`config.mk`:
```
export PLATFORM = sky130hd
export DESIGN_NAME = ssx_handler
export DESIGN_NICKNAME = d
export VERILOG_FILES = /design/src/rtl/ssx_pkg.sv /design/src/rtl/ssx_handler.sv
export VERILOG_INCLUDE_DIRS = /design/src /design/src/rtl
export SDC_FILE = /design/constraint.sdc
export NUM_CORES = 1
export LEC_CHECK = 0
export CAP_MARGIN = 20
export CORE_MARGIN = 3
export CORE_UTILIZATION = 58
export CTS_CLUSTER_DIAMETER = 50
export DETAILED_ROUTE_END_ITERATION = 6
export DONT_BUFFER_PORTS = 1
export HOLD_SLACK_MARGIN = 0.08
export PLACE_DENSITY = 0.83
export SYNTH_ARGS = -nofsm -noshare
export SYNTH_HDL_FRONTEND = slang
export SYNTH_SLANG_ARGS = --single-unit
```
`constraint.sdc`:
```
create_clock -name mclk -period 3.35 [get_ports mclk]
set_input_delay 0.8375 -clock mclk [delete_from_list [all_inputs] [get_ports mclk]]
set_output_delay 0.8375 -clock mclk [all_outputs]
set_load 0.01 [all_outputs]
```
`src/rtl/ssx_map.svh`:
```
`ifndef SSX_MAP_SVH
`define SSX_MAP_SVH
// Characters seen on the command line.
`define SSX_CH_CR    8'h0D
`define SSX_CH_SP    8'h20
`define SSX_CH_COMMA 8'h2C
`define SSX_CH_STORE 8'h73
`define SSX_CH_LEAVE 8'h78
`define SSX_CH_LO_N  8'h6E
`define SSX_CH_LO_I  8'h69
`define SSX_CH_UP_N  8'h4E
`define SSX_CH_UP_I  8'h49
`define SSX_CH_UP_Y  8'h59
`define SSX_CH_LO_Y  8'h79
// Wear limit of the nonvolatile store.
`define SSX_SAVE_LIMIT 16'h03E8
`define SSX_CNT_RST    16'h0000
`define SSX_CNT_ONE    16'h0001
// Hold time before leaving, and the clock rate.
`define SSX_HOLD_MS  3000
`define SSX_MCLK_KHZ 20000
`endif

```
`src/rtl/ssx_pkg.sv`:
```
package ssx_pkg;
	// Messages handed to the text formatter.
	typedef enum logic [3:0] {
		SSX_M_NONE, SSX_M_SAVE_ASK, SSX_M_SAVE_OK,
		SSX_M_SAVE_COUNT, SSX_M_SAVE_ABORT, SSX_M_EXIT_ASK,
		SSX_M_TO_NORMAL, SSX_M_TO_INIT, SSX_M_E001,
		SSX_M_E002, SSX_M_E003, SSX_M_E004, SSX_M_E005,
		SSX_M_PROMPT
	} ssx_msg_t;
	typedef enum logic [3:0] {
		SSX_IDLE, SSX_STORE, SSX_LEAVE, SSX_TARGET,
		SSX_LEND, SSX_S_CONF, SSX_X_CONF, SSX_S_WAIT,
		SSX_HOLD, SSX_OUT, SSX_SKIP
	} ssx_state_t;
	typedef ssx_msg_t [3:0] ssx_queue_t;
endpackage : ssx_pkg

```
`src/rtl/ssx_handler.sv`:
```
// Notes on behaviour
// - Confirmed store writes working configuration to nonvolatile memory.
// - Count completed stores; warn E004 once count exceeds 1000.
// - Always attempt the write on confirmation, whatever the count.
// - Store asks for confirmation; only upper-case Y proceeds.
// - Answer N reports abort; lower-case y reports abort and E003.
// - Successful store reports success, then the new store count.
// - Failed nonvolatile write reports E005.
// - Any character between store letter and CR gives E002.
// - Unknown command gives E001; out-of-range parameter gives E003.
// - Leave: wrong parameter count or comma after command gives E002.
// - Target n leaves to normal; asks upper-case Y if configuration differs.
// - Targets n and i hold 3 seconds after the response.
// - Target i leaves to init like n, reloading the stored configuration.
// - Targets N and I leave at once, no prompt, no hold.
// - Matching configuration leaves without prompt and announces the mode.
// - Leave confirmation N stays in service mode with a prompt.
// - Other leave confirmation answers give E003 and stay.
`timescale 1ns/1ps
`default_nettype none
`include "ssx_map.svh"
module ssx_handler #(
	parameter int unsigned HOLD_CYCLES = `SSX_HOLD_MS * `SSX_MCLK_KHZ
) (
	input  wire logic             mclk,
	input  wire logic             nrst,
	input  wire logic             rx_valid,
	input  wire logic [7:0]       rx_char,
	output logic                  rx_ready,
	input  wire logic             cfg_differs,
	input  wire logic             nvm_done,
	input  wire logic             nvm_fail,
	input  wire logic             svc_enter,
	output logic                  nvm_write,
	output logic                  resp_valid,
	output ssx_pkg::ssx_msg_t     resp_code,
	output logic [15:0]           save_count,
	output logic                  leave_normal,
	output logic                  leave_init,
	output logic                  reload_cfg
);
	localparam int HW = $clog2(HOLD_CYCLES + 1);
	localparam logic [HW-1:0] HOLD_LAST = HW'(HOLD_CYCLES - 1);

	// ----------------------------------------
	// Parser, message queue and store counter
	// ----------------------------------------
	ssx_pkg::ssx_state_t state_reg, state_next;
	ssx_pkg::ssx_queue_t q_reg, q_next;
	ssx_pkg::ssx_msg_t   err_reg, err_next;
	logic [15:0]         cnt_reg, cnt_next;
	logic [HW-1:0]       hold_reg, hold_next;
	logic                init_reg, init_next;
	logic                imm_reg, imm_next;
	logic                rdy_reg, rdy_next;
	logic                wr_reg, wr_next;
	logic                ln_reg, ln_next;
	logic                li_reg, li_next;
	logic                take;
	logic                save_yes;
	logic                save_lower;
	logic                done_ok;
	logic [15:0]         cnt_inc;

	assign take = rx_valid && rdy_reg;
	assign save_yes = take && state_reg == ssx_pkg::SSX_S_CONF
		&& rx_char == `SSX_CH_UP_Y;
	assign save_lower = take && state_reg == ssx_pkg::SSX_S_CONF
		&& rx_char == `SSX_CH_LO_Y;
	assign done_ok = state_reg == ssx_pkg::SSX_S_WAIT && nvm_done
		&& !nvm_fail;
	assign cnt_inc = cnt_reg + `SSX_CNT_ONE;

	// States that read a character; the queue must be drained first.
	function automatic logic ssx_listens(ssx_pkg::ssx_state_t s);
		return s inside {ssx_pkg::SSX_IDLE, ssx_pkg::SSX_STORE,
			ssx_pkg::SSX_LEAVE, ssx_pkg::SSX_TARGET,
			ssx_pkg::SSX_LEND, ssx_pkg::SSX_S_CONF,
			ssx_pkg::SSX_X_CONF, ssx_pkg::SSX_SKIP};
	endfunction : ssx_listens

	// Next-state logic; responses go out one message per cycle.
	always_comb begin
		state_next = state_reg;
		q_next     = q_reg;
		err_next   = err_reg;
		cnt_next   = cnt_reg;
		hold_next  = hold_reg;
		init_next  = init_reg;
		imm_next   = imm_reg;
		wr_next    = 1'b0;
		ln_next    = 1'b0;
		li_next    = 1'b0;
		if (q_reg[0] != ssx_pkg::SSX_M_NONE) begin
			q_next = '{ssx_pkg::SSX_M_NONE, q_reg[3], q_reg[2], q_reg[1]};
		end
		unique case (state_reg)
			ssx_pkg::SSX_IDLE: begin
				if (take) begin
					if (rx_char == `SSX_CH_STORE) begin
						state_next = ssx_pkg::SSX_STORE;
					end else if (rx_char == `SSX_CH_LEAVE) begin
						state_next = ssx_pkg::SSX_LEAVE;
					end else if (rx_char == `SSX_CH_CR) begin
						q_next[0] = ssx_pkg::SSX_M_PROMPT;
					end else begin
						err_next   = ssx_pkg::SSX_M_E001;
						state_next = ssx_pkg::SSX_SKIP;
					end
				end
			end
			ssx_pkg::SSX_STORE: begin
				if (take && rx_char == `SSX_CH_CR) begin
					q_next[0]  = ssx_pkg::SSX_M_SAVE_ASK;
					state_next = ssx_pkg::SSX_S_CONF;
				end else if (take) begin
					err_next   = ssx_pkg::SSX_M_E002;
					state_next = ssx_pkg::SSX_SKIP;
				end
			end
			ssx_pkg::SSX_LEAVE: begin
				if (take) begin
					unique case (rx_char)
						`SSX_CH_SP: state_next = ssx_pkg::SSX_TARGET;
						`SSX_CH_CR: begin
							q_next = '{ssx_pkg::SSX_M_NONE,
								ssx_pkg::SSX_M_NONE,
								ssx_pkg::SSX_M_PROMPT,
								ssx_pkg::SSX_M_E002};
							state_next = ssx_pkg::SSX_IDLE;
						end
						`SSX_CH_COMMA: begin
							err_next   = ssx_pkg::SSX_M_E002;
							state_next = ssx_pkg::SSX_SKIP;
						end
						default: begin
							err_next   = ssx_pkg::SSX_M_E001;
							state_next = ssx_pkg::SSX_SKIP;
						end
					endcase
				end
			end
			ssx_pkg::SSX_TARGET: begin
				if (take) begin
					init_next = rx_char == `SSX_CH_LO_I
						|| rx_char == `SSX_CH_UP_I;
					imm_next  = rx_char == `SSX_CH_UP_N
						|| rx_char == `SSX_CH_UP_I;
					state_next = ssx_pkg::SSX_SKIP;
					if (rx_char inside {`SSX_CH_LO_N, `SSX_CH_LO_I,
						`SSX_CH_UP_N, `SSX_CH_UP_I}) begin
						state_next = ssx_pkg::SSX_LEND;
					end else if (rx_char == `SSX_CH_CR) begin
						q_next = '{ssx_pkg::SSX_M_NONE,
							ssx_pkg::SSX_M_NONE,
							ssx_pkg::SSX_M_PROMPT,
							ssx_pkg::SSX_M_E002};
						state_next = ssx_pkg::SSX_IDLE;
					end else if (rx_char == `SSX_CH_COMMA) begin
						err_next = ssx_pkg::SSX_M_E002;
					end else begin
						err_next = ssx_pkg::SSX_M_E003;
					end
				end
			end
			ssx_pkg::SSX_LEND: begin
				if (take && rx_char != `SSX_CH_CR) begin
					err_next   = ssx_pkg::SSX_M_E002;
					state_next = ssx_pkg::SSX_SKIP;
				end else if (take && !imm_reg && cfg_differs) begin
					q_next[0]  = ssx_pkg::SSX_M_EXIT_ASK;
					state_next = ssx_pkg::SSX_X_CONF;
				end else if (take) begin
					q_next[0] = init_reg ? ssx_pkg::SSX_M_TO_INIT
						: ssx_pkg::SSX_M_TO_NORMAL;
					hold_next  = '0;
					state_next = ssx_pkg::SSX_HOLD;
				end
			end
			ssx_pkg::SSX_X_CONF: begin
				if (take && rx_char == `SSX_CH_UP_Y) begin
					q_next[0] = init_reg ? ssx_pkg::SSX_M_TO_INIT
						: ssx_pkg::SSX_M_TO_NORMAL;
					hold_next  = '0;
					state_next = ssx_pkg::SSX_HOLD;
				end else if (take && rx_char == `SSX_CH_UP_N) begin
					q_next[0]  = ssx_pkg::SSX_M_PROMPT;
					state_next = ssx_pkg::SSX_IDLE;
				end else if (take) begin
					q_next = '{ssx_pkg::SSX_M_NONE,
						ssx_pkg::SSX_M_NONE,
						ssx_pkg::SSX_M_PROMPT,
						ssx_pkg::SSX_M_E003};
					state_next = ssx_pkg::SSX_IDLE;
				end
			end
			ssx_pkg::SSX_S_CONF: begin
				if (take && rx_char == `SSX_CH_UP_Y) begin
					wr_next    = 1'b1;
					state_next = ssx_pkg::SSX_S_WAIT;
				end else if (take && rx_char == `SSX_CH_UP_N) begin
					q_next = '{ssx_pkg::SSX_M_NONE,
						ssx_pkg::SSX_M_NONE,
						ssx_pkg::SSX_M_PROMPT,
						ssx_pkg::SSX_M_SAVE_ABORT};
					state_next = ssx_pkg::SSX_IDLE;
				end else if (take) begin
					q_next = '{ssx_pkg::SSX_M_NONE,
						ssx_pkg::SSX_M_PROMPT,
						ssx_pkg::SSX_M_E003,
						ssx_pkg::SSX_M_SAVE_ABORT};
					state_next = ssx_pkg::SSX_IDLE;
				end
			end
			ssx_pkg::SSX_S_WAIT: begin
				if (nvm_done && nvm_fail) begin
					q_next = '{ssx_pkg::SSX_M_NONE,
						ssx_pkg::SSX_M_NONE,
						ssx_pkg::SSX_M_PROMPT,
						ssx_pkg::SSX_M_E005};
					state_next = ssx_pkg::SSX_IDLE;
				end else if (nvm_done) begin
					cnt_next = cnt_inc;
					q_next   = '{ssx_pkg::SSX_M_PROMPT,
						cnt_inc > `SSX_SAVE_LIMIT
							? ssx_pkg::SSX_M_E004
							: ssx_pkg::SSX_M_PROMPT,
						ssx_pkg::SSX_M_SAVE_COUNT,
						ssx_pkg::SSX_M_SAVE_OK};
					if (cnt_inc <= `SSX_SAVE_LIMIT) begin
						q_next[3] = ssx_pkg::SSX_M_NONE;
					end
					state_next = ssx_pkg::SSX_IDLE;
				end
			end
			ssx_pkg::SSX_HOLD: begin
				if (q_reg[0] == ssx_pkg::SSX_M_NONE) begin
					hold_next = hold_reg + HW'(1);
					if (imm_reg || hold_reg == HOLD_LAST) begin
						ln_next    = !init_reg;
						li_next    = init_reg;
						state_next = ssx_pkg::SSX_OUT;
					end
				end
			end
			ssx_pkg::SSX_OUT: begin
				if (svc_enter) begin
					state_next = ssx_pkg::SSX_IDLE;
				end
			end
			ssx_pkg::SSX_SKIP: begin
				if (take && rx_char == `SSX_CH_CR) begin
					q_next = '{ssx_pkg::SSX_M_NONE,
						ssx_pkg::SSX_M_NONE,
						ssx_pkg::SSX_M_PROMPT, err_reg};
					state_next = ssx_pkg::SSX_IDLE;
				end
			end
			default: state_next = ssx_pkg::SSX_IDLE;
		endcase
		rdy_next = ssx_listens(state_next)
			&& q_next[0] == ssx_pkg::SSX_M_NONE;
	end

	// Registers; a wide hold counter is cheaper than a prescaler chain.
	always_ff @(posedge mclk or negedge nrst) begin
		if (!nrst) begin
			state_reg <= ssx_pkg::SSX_IDLE;
			q_reg     <= '{default: ssx_pkg::SSX_M_NONE};
			err_reg   <= ssx_pkg::SSX_M_NONE;
			cnt_reg   <= `SSX_CNT_RST;
			hold_reg  <= '0;
			init_reg  <= 1'b0;
			imm_reg   <= 1'b0;
			rdy_reg   <= 1'b0;
			wr_reg    <= 1'b0;
			ln_reg    <= 1'b0;
			li_reg    <= 1'b0;
		end else begin
			state_reg <= state_next;
			q_reg     <= q_next;
			err_reg   <= err_next;
			cnt_reg   <= cnt_next;
			hold_reg  <= hold_next;
			init_reg  <= init_next;
			imm_reg   <= imm_next;
			rdy_reg   <= rdy_next;
			wr_reg    <= wr_next;
			ln_reg    <= ln_next;
			li_reg    <= li_next;
		end
	end

	// Response outputs lag the queue head by one flop.
	always_ff @(posedge mclk or negedge nrst) begin
		if (!nrst) begin
			resp_valid <= 1'b0;
			resp_code  <= ssx_pkg::SSX_M_NONE;
		end else begin
			resp_valid <= q_reg[0] != ssx_pkg::SSX_M_NONE;
			resp_code  <= q_reg[0];
		end
	end

	assign rx_ready     = rdy_reg;
	assign nvm_write    = wr_reg;
	assign save_count   = cnt_reg;
	assign leave_normal = ln_reg;
	assign leave_init   = li_reg;
	assign reload_cfg   = li_reg;
endmodule : ssx_handler
`default_nettype wire

```
==> summary.md, run 1 <==
| Metric | Value |
|---|---|
| Status | `finished, final reports clean` |
| Top cells by count, synth | `76 x dfrtp_1, 74 x nand2_1, 59 x nor2_1, 48 x o21ai_0, 29 x a21oi_1` |
| CP Max Fanout | `10` |
| Power share of the clock group | `0.238` |
| CTS tree | `done` |
| Post-cts gate resize count | `0` |
| Minimum clock period | `3.02 ns` |
| Min Hold Slack | `0.175 ns` |
| Clock skew | `0.0119 ns` |
| GPL Wtd Cong | `1.04` |
| CTS Hold Bufs | `0` |
| Total negative slack | `0 ns` |
| Number of synthesized flops with an enable pin | `0` |
| Max-slew violations | `0` |
| Netlist Area Pre-Place | `4740 sq um` |
| Synth top area cells | `dfrtp_1 40%, nand2_1 5.9%, o21ai_0 5.1%` |
| Std cell rows | `32` |
| Initial Utilization | `0.607` |
| Vias/cell | `6.72` |
| Part of the Yosys area used for sequential elements | `0.401` |
| Worst path slowest cell | `dfrtp_1` |
| Hold WC Path Type | `primary input to async pin` |
| Largest net degree at the start of global routing | `77` |
| Dominant synthesized flop cell | `dfrtp_1` |
| Initial antenna violation count | `0` |
| Clock root buffer | `clkbuf_8` |
| Slowest stage delay, CP | `0.57 ns` |
| Routed WL | `13.1 mm` |
| Switching power | `0.00112 W` |
| Async S/R FF share, synth | `1.00` |
| Detail Route Antenna Nets | `0` |
| DPL Wire Length | `9.28 mm` |
| First-pass GRT wire length | `20.8 mm` |
| Worst Path Arrival | `3.19 ns` |
| Post-CTS setup buffer count | `0` |
| Largest register FFs | `26` |
| Worst-Skew Late Latency | `0.35 ns` |
| Layout cells sized above 1 | `0.0876` |
| Critical path type | `flop to flop` |
| Setup Viol. Count Final | `0` |
| CP Capture Type | `flop` |
| Area growth, synth to finish | `6.66%` |
| Net Count, Synth | `586` |
| Top cell type's share of synthesized area | `0.401` |
| Detailed Route Iter0 Violations | `391` |
| RSZ-0062 raised after global routing | `no` |
| Hold Vio Cnt, Final | `0` |
| Die Wd | `96.4 microns` |
| Vias in the first global route | `4075` |
| # Max-Cap Violations | `0` |
| Required time worst endpoint | `3.52 ns` |
| Full die area | `9290 sq um` |
| Power share of the sequential group | `0.428` |
| CP Buf/Inv Count | `0` |
| Worst Setup Start Kind | `flop` |
| Die H | `96.4 microns` |
| Total GRT Usage | `0.290` |
| #FFs+latches synth | `76` |
| Mapped Cells | `569` |
| H-Tree Depth | `3` |
| IO buf count | `0` |
| Ports | `41` |
| Reg-to-reg slack, setup | `0.33 ns` |
| Vias | `4522` |
| Initial DRT Pass Iterations | `5` |
| Yosys warning count | `0` |
| PwrDens | `543 nW/um^2` |
| Final Cycle Share | `0.901` |
| Internal | `0.00163 W` |
| Leakage Power | `2.09 nW` |
| Worst path cell trace | `nand4_1 > or3_1 > o32a_1 > o32ai_1 > nand2_1 > o31ai_1 > o21ai_0` |
| CTS buffer count | `9` |
| Top-count cell post-synth | `dfrtp_1` |
| Clock sink count | `76` |
| Max Clock Freq | `0.331 GHz` |
| # diodes | `0` |
| Cell variety after synth | `65` |
| Peak supply drop | `0.293 mV` |
| CTS clock-pin slew for the worst setup and hold paths | `0.08 ns` |
| Sw frac | `0.407` |
| Net count reported at finish | `584` |
| Crit path max-delay family | `compound AO/OA/AOI/OAI gates` |
| Area leader, netlist | `dfrtp_1` |
| Drt wl/cell | `19.4 microns` |
| Drt drc | `0` |
| Slew @ Worst Pin | `0.941 ns` |
| Clock Tree Buf Depth | `2` |
| Relative slew slack | `0.372` |
| Synthesized area per cell | `8.33 sq um` |
| Part of the power in combinational logic | `0.333` |
| Core area | `7810 sq um` |
| Congestion Overflow GR | `0` |
-- cell families after synthesis --
group           synth area share
compound gates             0.187
xor+xnor                  0.0573
fa+ha+maj                0.00528
buf+inv                   0.0380
flops                      0.401
mux                       0.0217
simple gates               0.289
-- path summary, 6_finish.rpt --
path,depth (start not counted),from,endpoint
max,7,save_count[3],q_reg[15]
max in group asynchronous,0,nrst,q_reg[5]
min in group mclk,0,q_reg[1],resp_code[1]
min,0,nrst,hold_reg[24]
max reg2reg,7,save_count[3],q_reg[15]
min reg2reg,0,q_reg[1],resp_code[1]
-- cells in the final DEF, fill, tap and decap left out, types with 13 or more instances in the layout --
| cell type | count |
|---|---|
| dfrtp_1 | 76 |
| nand2_1 | 74 |
| nor2_1 | 59 |
| o21ai_0 | 48 |
| a21oi_1 | 29 |
| nor3_1 | 25 |
| xnor2_1 | 22 |
| nand3_1 | 18 |
| buf_4 | 18 |
| inv_1 | 13 |
-- metal layers --
metal	GRT usage	vias up	wire (microns)
li1	-	2074	-
met1	0.411	2199	5530
met2	0.447	222	6110
met3	0.0627	27	1170
met4	0.0864	0	250
met5	0	-	0
-- metrics by stage --
step                setup WS, ns  total power (W)  std cells  utilization  instance area, sq um
floorplan                  0.300          0.00177        569            -                  4740
finish                     0.333          0.00274        673        0.647                  5050
global placement           0.259          0.00207        658        0.624                  4870
CTS                        0.381          0.00272        673        0.647                  5050
detailed placement         0.218          0.00207        658        0.624                  4870
global route               0.130          0.00289        673        0.647                  5050
-- worst reg2reg max path, delay by kind of cell (launching register included) --
family | cells | cell delay (ns)
and+or+nand+nor | 3 | 1.02
DFF | 1 | 0.57
AOI/OAI and AO/OA | 4 | 1.25
-- power groups by stage --
| stage | clock network, W | logic [W] | registers [W] |
|---|---|---|---|
| finish | 0.000654 | 0.000914 | 0.00117 |
| floorplan | 0 | 0.000703 | 0.00107 |
| global placement | 0 | 0.000887 | 0.00118 |
| detailed placement | 0 | 0.000883 | 0.00118 |
| CTS | 0.000663 | 0.000888 | 0.00117 |
| global route | 0.000707 | 0.000998 | 0.00119 |
-- final cells by class --
type / count / area (sq um)
clock inverters: 3 / 22.5
fillers: 682 / 2760
inverters: 13 / 48.8
repair buffers: 18 / 135
flip-flops and latches: 76 / 1900
multi-input cells: 449 / 2660
clock buffers: 12 / 155
well taps: 102 / 128
(Power assumes the default switching activity.)
==> inputs of run 2 (changes only) <==
==> constraint.sdc (replaced) <==
create_clock -name mclk -period 3.1 [get_ports mclk]
set_input_delay 0.775 -clock mclk [delete_from_list [all_inputs] [get_ports mclk]]
set_output_delay 0.775 -clock mclk [all_outputs]
set_load 0.01 [all_outputs]
==> summary.md, run 2 (synthesized netlist as in run 1, its figures left out) <==
| Metric | Value |
|---|---|
| Status | `finished, final reports clean` |
| Vias/cell | `6.70 (-0.23%)` |
| Clock sink count | `76 (unchanged)` |
| Detailed Route Iter0 Violations | `460 (+18%)` |
| Relative slew slack | `0.422 (+0.0497)` |
| Worst Setup Start Kind | `flop` |
| PwrDens | `596 nW/um^2 (+9.8%)` |
| DPL Wire Length | `10.0 mm (+7.7%)` |
| Clock skew | `0.0158 ns (+0.00397 ns)` |
| H-Tree Depth | `3 (unchanged)` |
| Critical path type | `flop to flop` |
| Hold Vio Cnt, Final | `0 (unchanged)` |
| Largest register FFs | `26 (unchanged)` |
| Min Hold Slack | `0.0997 ns (-0.0752 ns)` |
| CTS tree | `done` |
| Initial Utilization | `0.607 (unchanged)` |
| Clock Tree Buf Depth | `2 (unchanged)` |
| Setup Viol. Count Final | `0 (unchanged)` |
| Final Cycle Share | `0.904 (+0.00322)` |
| Die H | `96.4 microns (unchanged)` |
| Congestion Overflow GR | `0 (unchanged)` |
| Drt wl/cell | `20.3 microns (+4.8%)` |
| RSZ-0062 raised after global routing | `no` |
| Max Clock Freq | `0.357 GHz (+7.7%)` |
| Layout cells sized above 1 | `0.119 (+0.0311)` |
| # Max-Cap Violations | `0 (unchanged)` |
| Core area | `7810 sq um (unchanged)` |
| Clock root buffer | `clkbuf_8` |
| Minimum clock period | `2.80 ns (-0.215 ns)` |
| Worst-Skew Late Latency | `0.36 ns (about the same)` |
| Peak supply drop | `0.355 mV (+21%)` |
| Leakage Power | `2.20 nW (+4.9%)` |
| Routed WL | `14.1 mm (+7.8%)` |
| Die Wd | `96.4 microns (unchanged)` |
| CTS buffer count | `9 (unchanged)` |
| Initial antenna violation count | `0 (unchanged)` |
| Ports | `41 (unchanged)` |
| Full die area | `9290 sq um (unchanged)` |
| Largest net degree at the start of global routing | `77 (unchanged)` |
| Post-Route Utilization | `0.669 (+0.0223)` |
| Initial DRT Pass Iterations | `5 (unchanged)` |
| Drt drc | `0 (unchanged)` |
| CTS clock-pin slew for the worst setup and hold paths | `0.09 ns (about the same)` |
| Vias | `4639 (+2.6%)` |
| Most frequent cells in the layout | `76 x dfrtp_1, 74 x nand2_1, 59 x nor2_1` |
| Vias in the first global route | `4365 (+7.1%)` |
| Hold WC Path Type | `primary input to async pin` |
| Std cell rows | `32 (unchanged)` |
| CP Max Fanout | `8 (-2)` |
| Commonest non-fill, non-tap cell in the layout | `dfrtp_1` |
| Total negative slack | `0 ns (unchanged)` |
| GPL Wtd Cong | `1.05 (+0.85%)` |
| Detail Route Antenna Nets | `0 (unchanged)` |
| Required time worst endpoint | `3.30 ns (-0.22 ns)` |
| Area growth, synth to finish | `10.3%` |
| # diodes | `0 (unchanged)` |
| Area post-placement | `5000 sq um (+2.6%)` |
| Total GRT Usage | `0.315 (+0.0253)` |
| CP Capture Type | `flop` |
| Slew @ Worst Pin | `0.856 ns (-0.0854 ns)` |
| IO buf count | `0 (unchanged)` |
| Worst Path Arrival | `3.00 ns (-0.19 ns)` |
| First-pass GRT wire length | `22.3 mm (+7.4%)` |
| Net count reported at finish | `602 (+3.1%)` |
| Max-slew violations | `0 (unchanged)` |
| Post-CTS setup buffer count | `0 (unchanged)` |
| Design Area, Final | `5230 sq um (+3.4%)` |
## run 2: cell types whose count changed in the layout (fill, tap and decap cells not counted), sizes merged, moves of 2 or more
cell / change
buf: +17
clkbuf: -2
clkinv: +2
clkinvlp: -2
inv: +2
## run 2: worst paths after layout
path,end,depth (start not counted),slack (ns),startpoint
max,q_reg[12],7,0.30,save_count[4]
min,state_reg[1],0,0.1,nrst
max reg2reg,q_reg[12],7,0.30,save_count[4]
min reg2reg,resp_code[2],0,0.42,q_reg[2]
max in group asynchronous,hold_reg[12],1,1.80,nrst
min in group mclk,resp_code[2],0,0.42,q_reg[2]
## run 2: layout make-up
class	instances	area, sq um
fillers	629	2580
clock buffers	10	138
multi-input cells	449	2670
well taps	102	128
inverters	13	48.8
repair buffers	36	273
flip-flops and latches	76	1900
clock inverters	6	71.3
## run 2: metrics by stage
stage	power (W)	cells	setup WS [ns]
6_report	0.00311	692	0.298
5_1_grt	0.00326	692	0.0127
4_1_cts	0.00309	691	0.183
3_5_place_dp	0.00227	675	0.0590
3_3_place_gp	0.00227	675	0.0990
2_1_floorplan	0.00191	569	0.113
## run 2: worst max-delay path, stage by stage, from the launching register on
cell     delay [ns]
dfrtp_1        0.57
nand4_1        0.30
or3_1          0.51
o32a_1         0.36
o32ai_1        0.14
nand2_1        0.14
o31ai_2        0.42
o21ai_0        0.19
## run 2: power by group
part	switching [W]	total (W)	internal (W)	leakage (nW)
sequential	0.000150	0.00122	0.00108	1.04
clock	0.000411	0.000814	0.000403	0.105
combinational	0.000703	0.00108	0.000374	1.05
total	0.00126	0.00311	0.00185	2.20
## run 2: metal layers
layer	vias to the layer above	GRT usage	part of all wire	wire length, microns
met5	-	0	0	0
met4	0	0.0794	0.016	224
met3	24	0.0976	0.098	1380
met2	263	0.507	0.47	6670
met1	2248	0.415	0.41	5810
li1	2104	-	-	-
## run 2: timing repair
| action | in CTS | in global routing |
|---|---|---|
| endpoints found under the setup margin | 0 | 4 |
| gates resized for setup | 0 | 1 |
| hold buffers | 0 | 1 |
| hold endpoints to repair | 0 | 14 |
==> inputs of run 3 (changes only) <==
--- a/config.mk
+++ b/config.mk
@@ -8,12 +8,12 @@
 export LEC_CHECK = 0
 export CAP_MARGIN = 20
 export CORE_MARGIN = 3
-export CORE_UTILIZATION = 58
+export CORE_UTILIZATION = 45
 export CTS_CLUSTER_DIAMETER = 50
 export DETAILED_ROUTE_END_ITERATION = 6
 export DONT_BUFFER_PORTS = 1
 export HOLD_SLACK_MARGIN = 0.08
-export PLACE_DENSITY = 0.83
+export PLACE_DENSITY = 0.69
 export SYNTH_ARGS = -nofsm -noshare
 export SYNTH_HDL_FRONTEND = slang
 export SYNTH_SLANG_ARGS = --single-unit
==> summary.md, run 3 (synthesized netlist as in run 1, its figures left out) <==
| Metric | Value |
|---|---|
| Setup Viol. Count Final | `0 (unchanged)` |
| Most frequent cells in the layout | `76 x dfrtp_1, 74 x nand2_1, 59 x nor2_1` |
| Clock root buffer | `clkbuf_8` |
| Ports | `41 (unchanged)` |
| Final Cycle Share | `0.930 (+0.0261)` |
| PwrDens | `592 nW/um^2 (-0.67%)` |
| # diodes | `0 (unchanged)` |
| Slowest stage delay, CP | `1.02 ns (+0.45 ns)` |
| Routed WL | `13.8 mm (-2.2%)` |
| IO buf count | `0 (unchanged)` |
| Largest register FFs | `26 (unchanged)` |
| Drt drc | `0 (unchanged)` |
| Layout cells sized above 1 | `0.111 (-0.00791)` |
| Vias | `4531 (-2.3%)` |
| Initial antenna violation count | `0 (unchanged)` |
| Power share of the sequential group | `0.407 (+0.014)` |
| Vias/cell | `6.29 (-6.1%)` |
| Relative slew slack | `0.283 (-0.139)` |
| Total GRT Usage | `0.244 (-0.0716)` |
| Worst path slowest cell | `nor4b_1` |
| DPL Wire Length | `9.89 mm (-1.1%)` |
| Die H | `109 microns (+13%)` |
| Largest net degree at the start of global routing | `77 (unchanged)` |
| Slew @ Worst Pin | `1.06 ns (+0.204 ns)` |
| Required time worst endpoint | `3.35 ns (+0.05 ns)` |
| GPL Wtd Cong | `1.01 (-3.6%)` |
| Reg-to-reg slack, setup | `0.22 ns (-0.08 ns)` |
| Worst Setup Start Kind | `flop` |
| Reg2Reg Capture Point | `rx_ready` |
| Switching power | `0.00126 W (-0.57%)` |
| Worst-Skew Late Latency | `0.36 ns (about the same)` |
| Power share of the clock group | `0.254 (-0.007)` |
| Die Wd | `109 microns (+13%)` |
| RSZ-0062 raised after global routing | `no` |
| Max-slew violations | `0 (unchanged)` |
| Placed insts | `703 (+4.1%)` |
| Hold WC Path Type | `primary input to async pin` |
| Core area | `10000 sq um (+28%)` |
| Critical path type | `flop to flop` |
| Max Clock Freq | `0.347 GHz (-2.8%)` |
| CP Max Fanout | `23 (+15)` |
| First-pass GRT wire length | `22.4 mm (+0.47%)` |
| Area growth, synth to finish | `10.5%` |
| Full die area | `11800 sq um (+27%)` |
| Post-Route Utilization | `0.524 (-0.146)` |
| Initial DRT Pass Iterations | `6 (+1)` |
| CP Capture Type | `flop` |
| Sw frac | `0.405 (about the same)` |
| Clock Tree Buf Depth | `2 (unchanged)` |
| CTS tree | `done` |
| Detail Route Antenna Nets | `0 (unchanged)` |
| Leakage Power | `2.19 nW (-0.33%)` |
| Part of the power in combinational logic | `0.339 (-0.007)` |
| Std cell rows | `36 (+13%)` |
| Clock skew | `0.0120 ns (-0.00384 ns)` |
| Congestion Overflow GR | `0 (unchanged)` |
| CTS clock-pin slew for the worst setup and hold paths | `0.08 ns (about the same)` |
| Detailed Route Iter0 Violations | `505 (+9.8%)` |
| Post-CTS setup buffer count | `0 (unchanged)` |
| H-Tree Depth | `3 (unchanged)` |
| Internal | `0.00184 W (-0.42%)` |
| Initial Utilization | `0.474 (-0.133)` |
| Total negative slack | `0 ns (unchanged)` |
| Finished Layout Cells | `720 (+4.0%)` |
| CTS buffer count | `9 (unchanged)` |
| Net count reported at finish | `600 (-0.33%)` |
| FF-to-FF Start | `state_reg[1]` |
| Clock sink count | `76 (unchanged)` |
| R2r worst-path depth | `7 (unchanged)` |
| Hold Vio Cnt, Final | `0 (unchanged)` |
| Worst Path Arrival | `3.14 ns (+0.14 ns)` |
| Peak supply drop | `0.321 mV (-9.5%)` |
| Minimum clock period | `2.88 ns (+0.0808 ns)` |
| Commonest non-fill, non-tap cell in the layout | `dfrtp_1` |
| # Max-Cap Violations | `0 (unchanged)` |
| Drt wl/cell | `19.1 microns (-6.0%)` |
| Status | `finished, final reports clean` |
| Vias in the first global route | `4357 (-0.18%)` |
| Worst path cell trace | `nor4b_1 > nand3_1 > o221ai_1 > a21oi_1 > o211ai_1 > nand3b_1 > a2111oi_2` |
run 3: changes by cell type in the layout (fill, tap and decap cells not counted):
cell,before,now
dlygate4sd3_1,1,2
inv_6,1,2
buf_4,35,32
o31ai_2,1,0
o31ai_1,6,7
clkinv_4,1,0
inv_8,1,0
run 3: repair_timing:
item	4_1_cts	5_1_grt
gates resized for setup	0	0
endpoints found under the hold margin	0	4
hold buffers	0	2
run 3: layer usage:
metal	global-route usage	vias to the layer above	wire [microns]
met2	0.365	221	6330
met5	0	-	0
met1	0.337	2167	5860
li1	-	2103	-
met4	0.112	0	451
met3	0.0513	40	1130
run 3: power groups by stage:
stage          Sequential (W)  Clock (W)  Combinational (W)
6_report              0.00126   0.000786            0.00105
5_1_grt               0.00128   0.000846            0.00115
4_1_cts               0.00126   0.000811            0.00102
3_5_place_dp          0.00128          0            0.00102
3_3_place_gp          0.00128          0            0.00103
2_1_floorplan         0.00115          0           0.000760
run 3: critical path: cells and delay by family (launching register included):
kind,cells,cell delay (ns)
compound gates,4,0.73
flops,1,0.67
simple gates,3,1.38
run 3: area by class of cell:
cell class	instances	area (sq um)
clock buffers	10	138
clock inverters	5	60.1
repair buffers	34	260
flip-flops and latches	76	1900
multi-input cells	449	2660
inverters	13	48.8
fillers	958	4760
well taps	133	166
run 3: how the worst max path moves through the flow:
| stage | slack [ns] | end | from |
|---|---|---|---|
| detailed placement | 0.04 | rx_ready | rx_char[1] |
| CTS | 0.31 | hold_reg[2] | state_reg[1] |
| global placement | 0.09 | rx_ready | rx_char[1] |
| finish | 0.22 | rx_ready | state_reg[1] |
| floorplan | 0.11 | rx_ready | rx_char[1] |
| global route | 0.06 | hold_reg[5] | state_reg[1] |
run 3: through the flow:
step	setup slack [ns]	total power, W	hold slack, ns	cell area [sq um]
after floorplan	0.113	0.00191	0.375	4740
after global placement	0.0857	0.00230	0.410	5020
after detailed placement	0.0400	0.00230	0.417	5020
after CTS	0.307	0.00309	0.0819	5220
after global routing	0.0581	0.00328	0.0865	5240
final	0.217	0.00310	0.103	5240
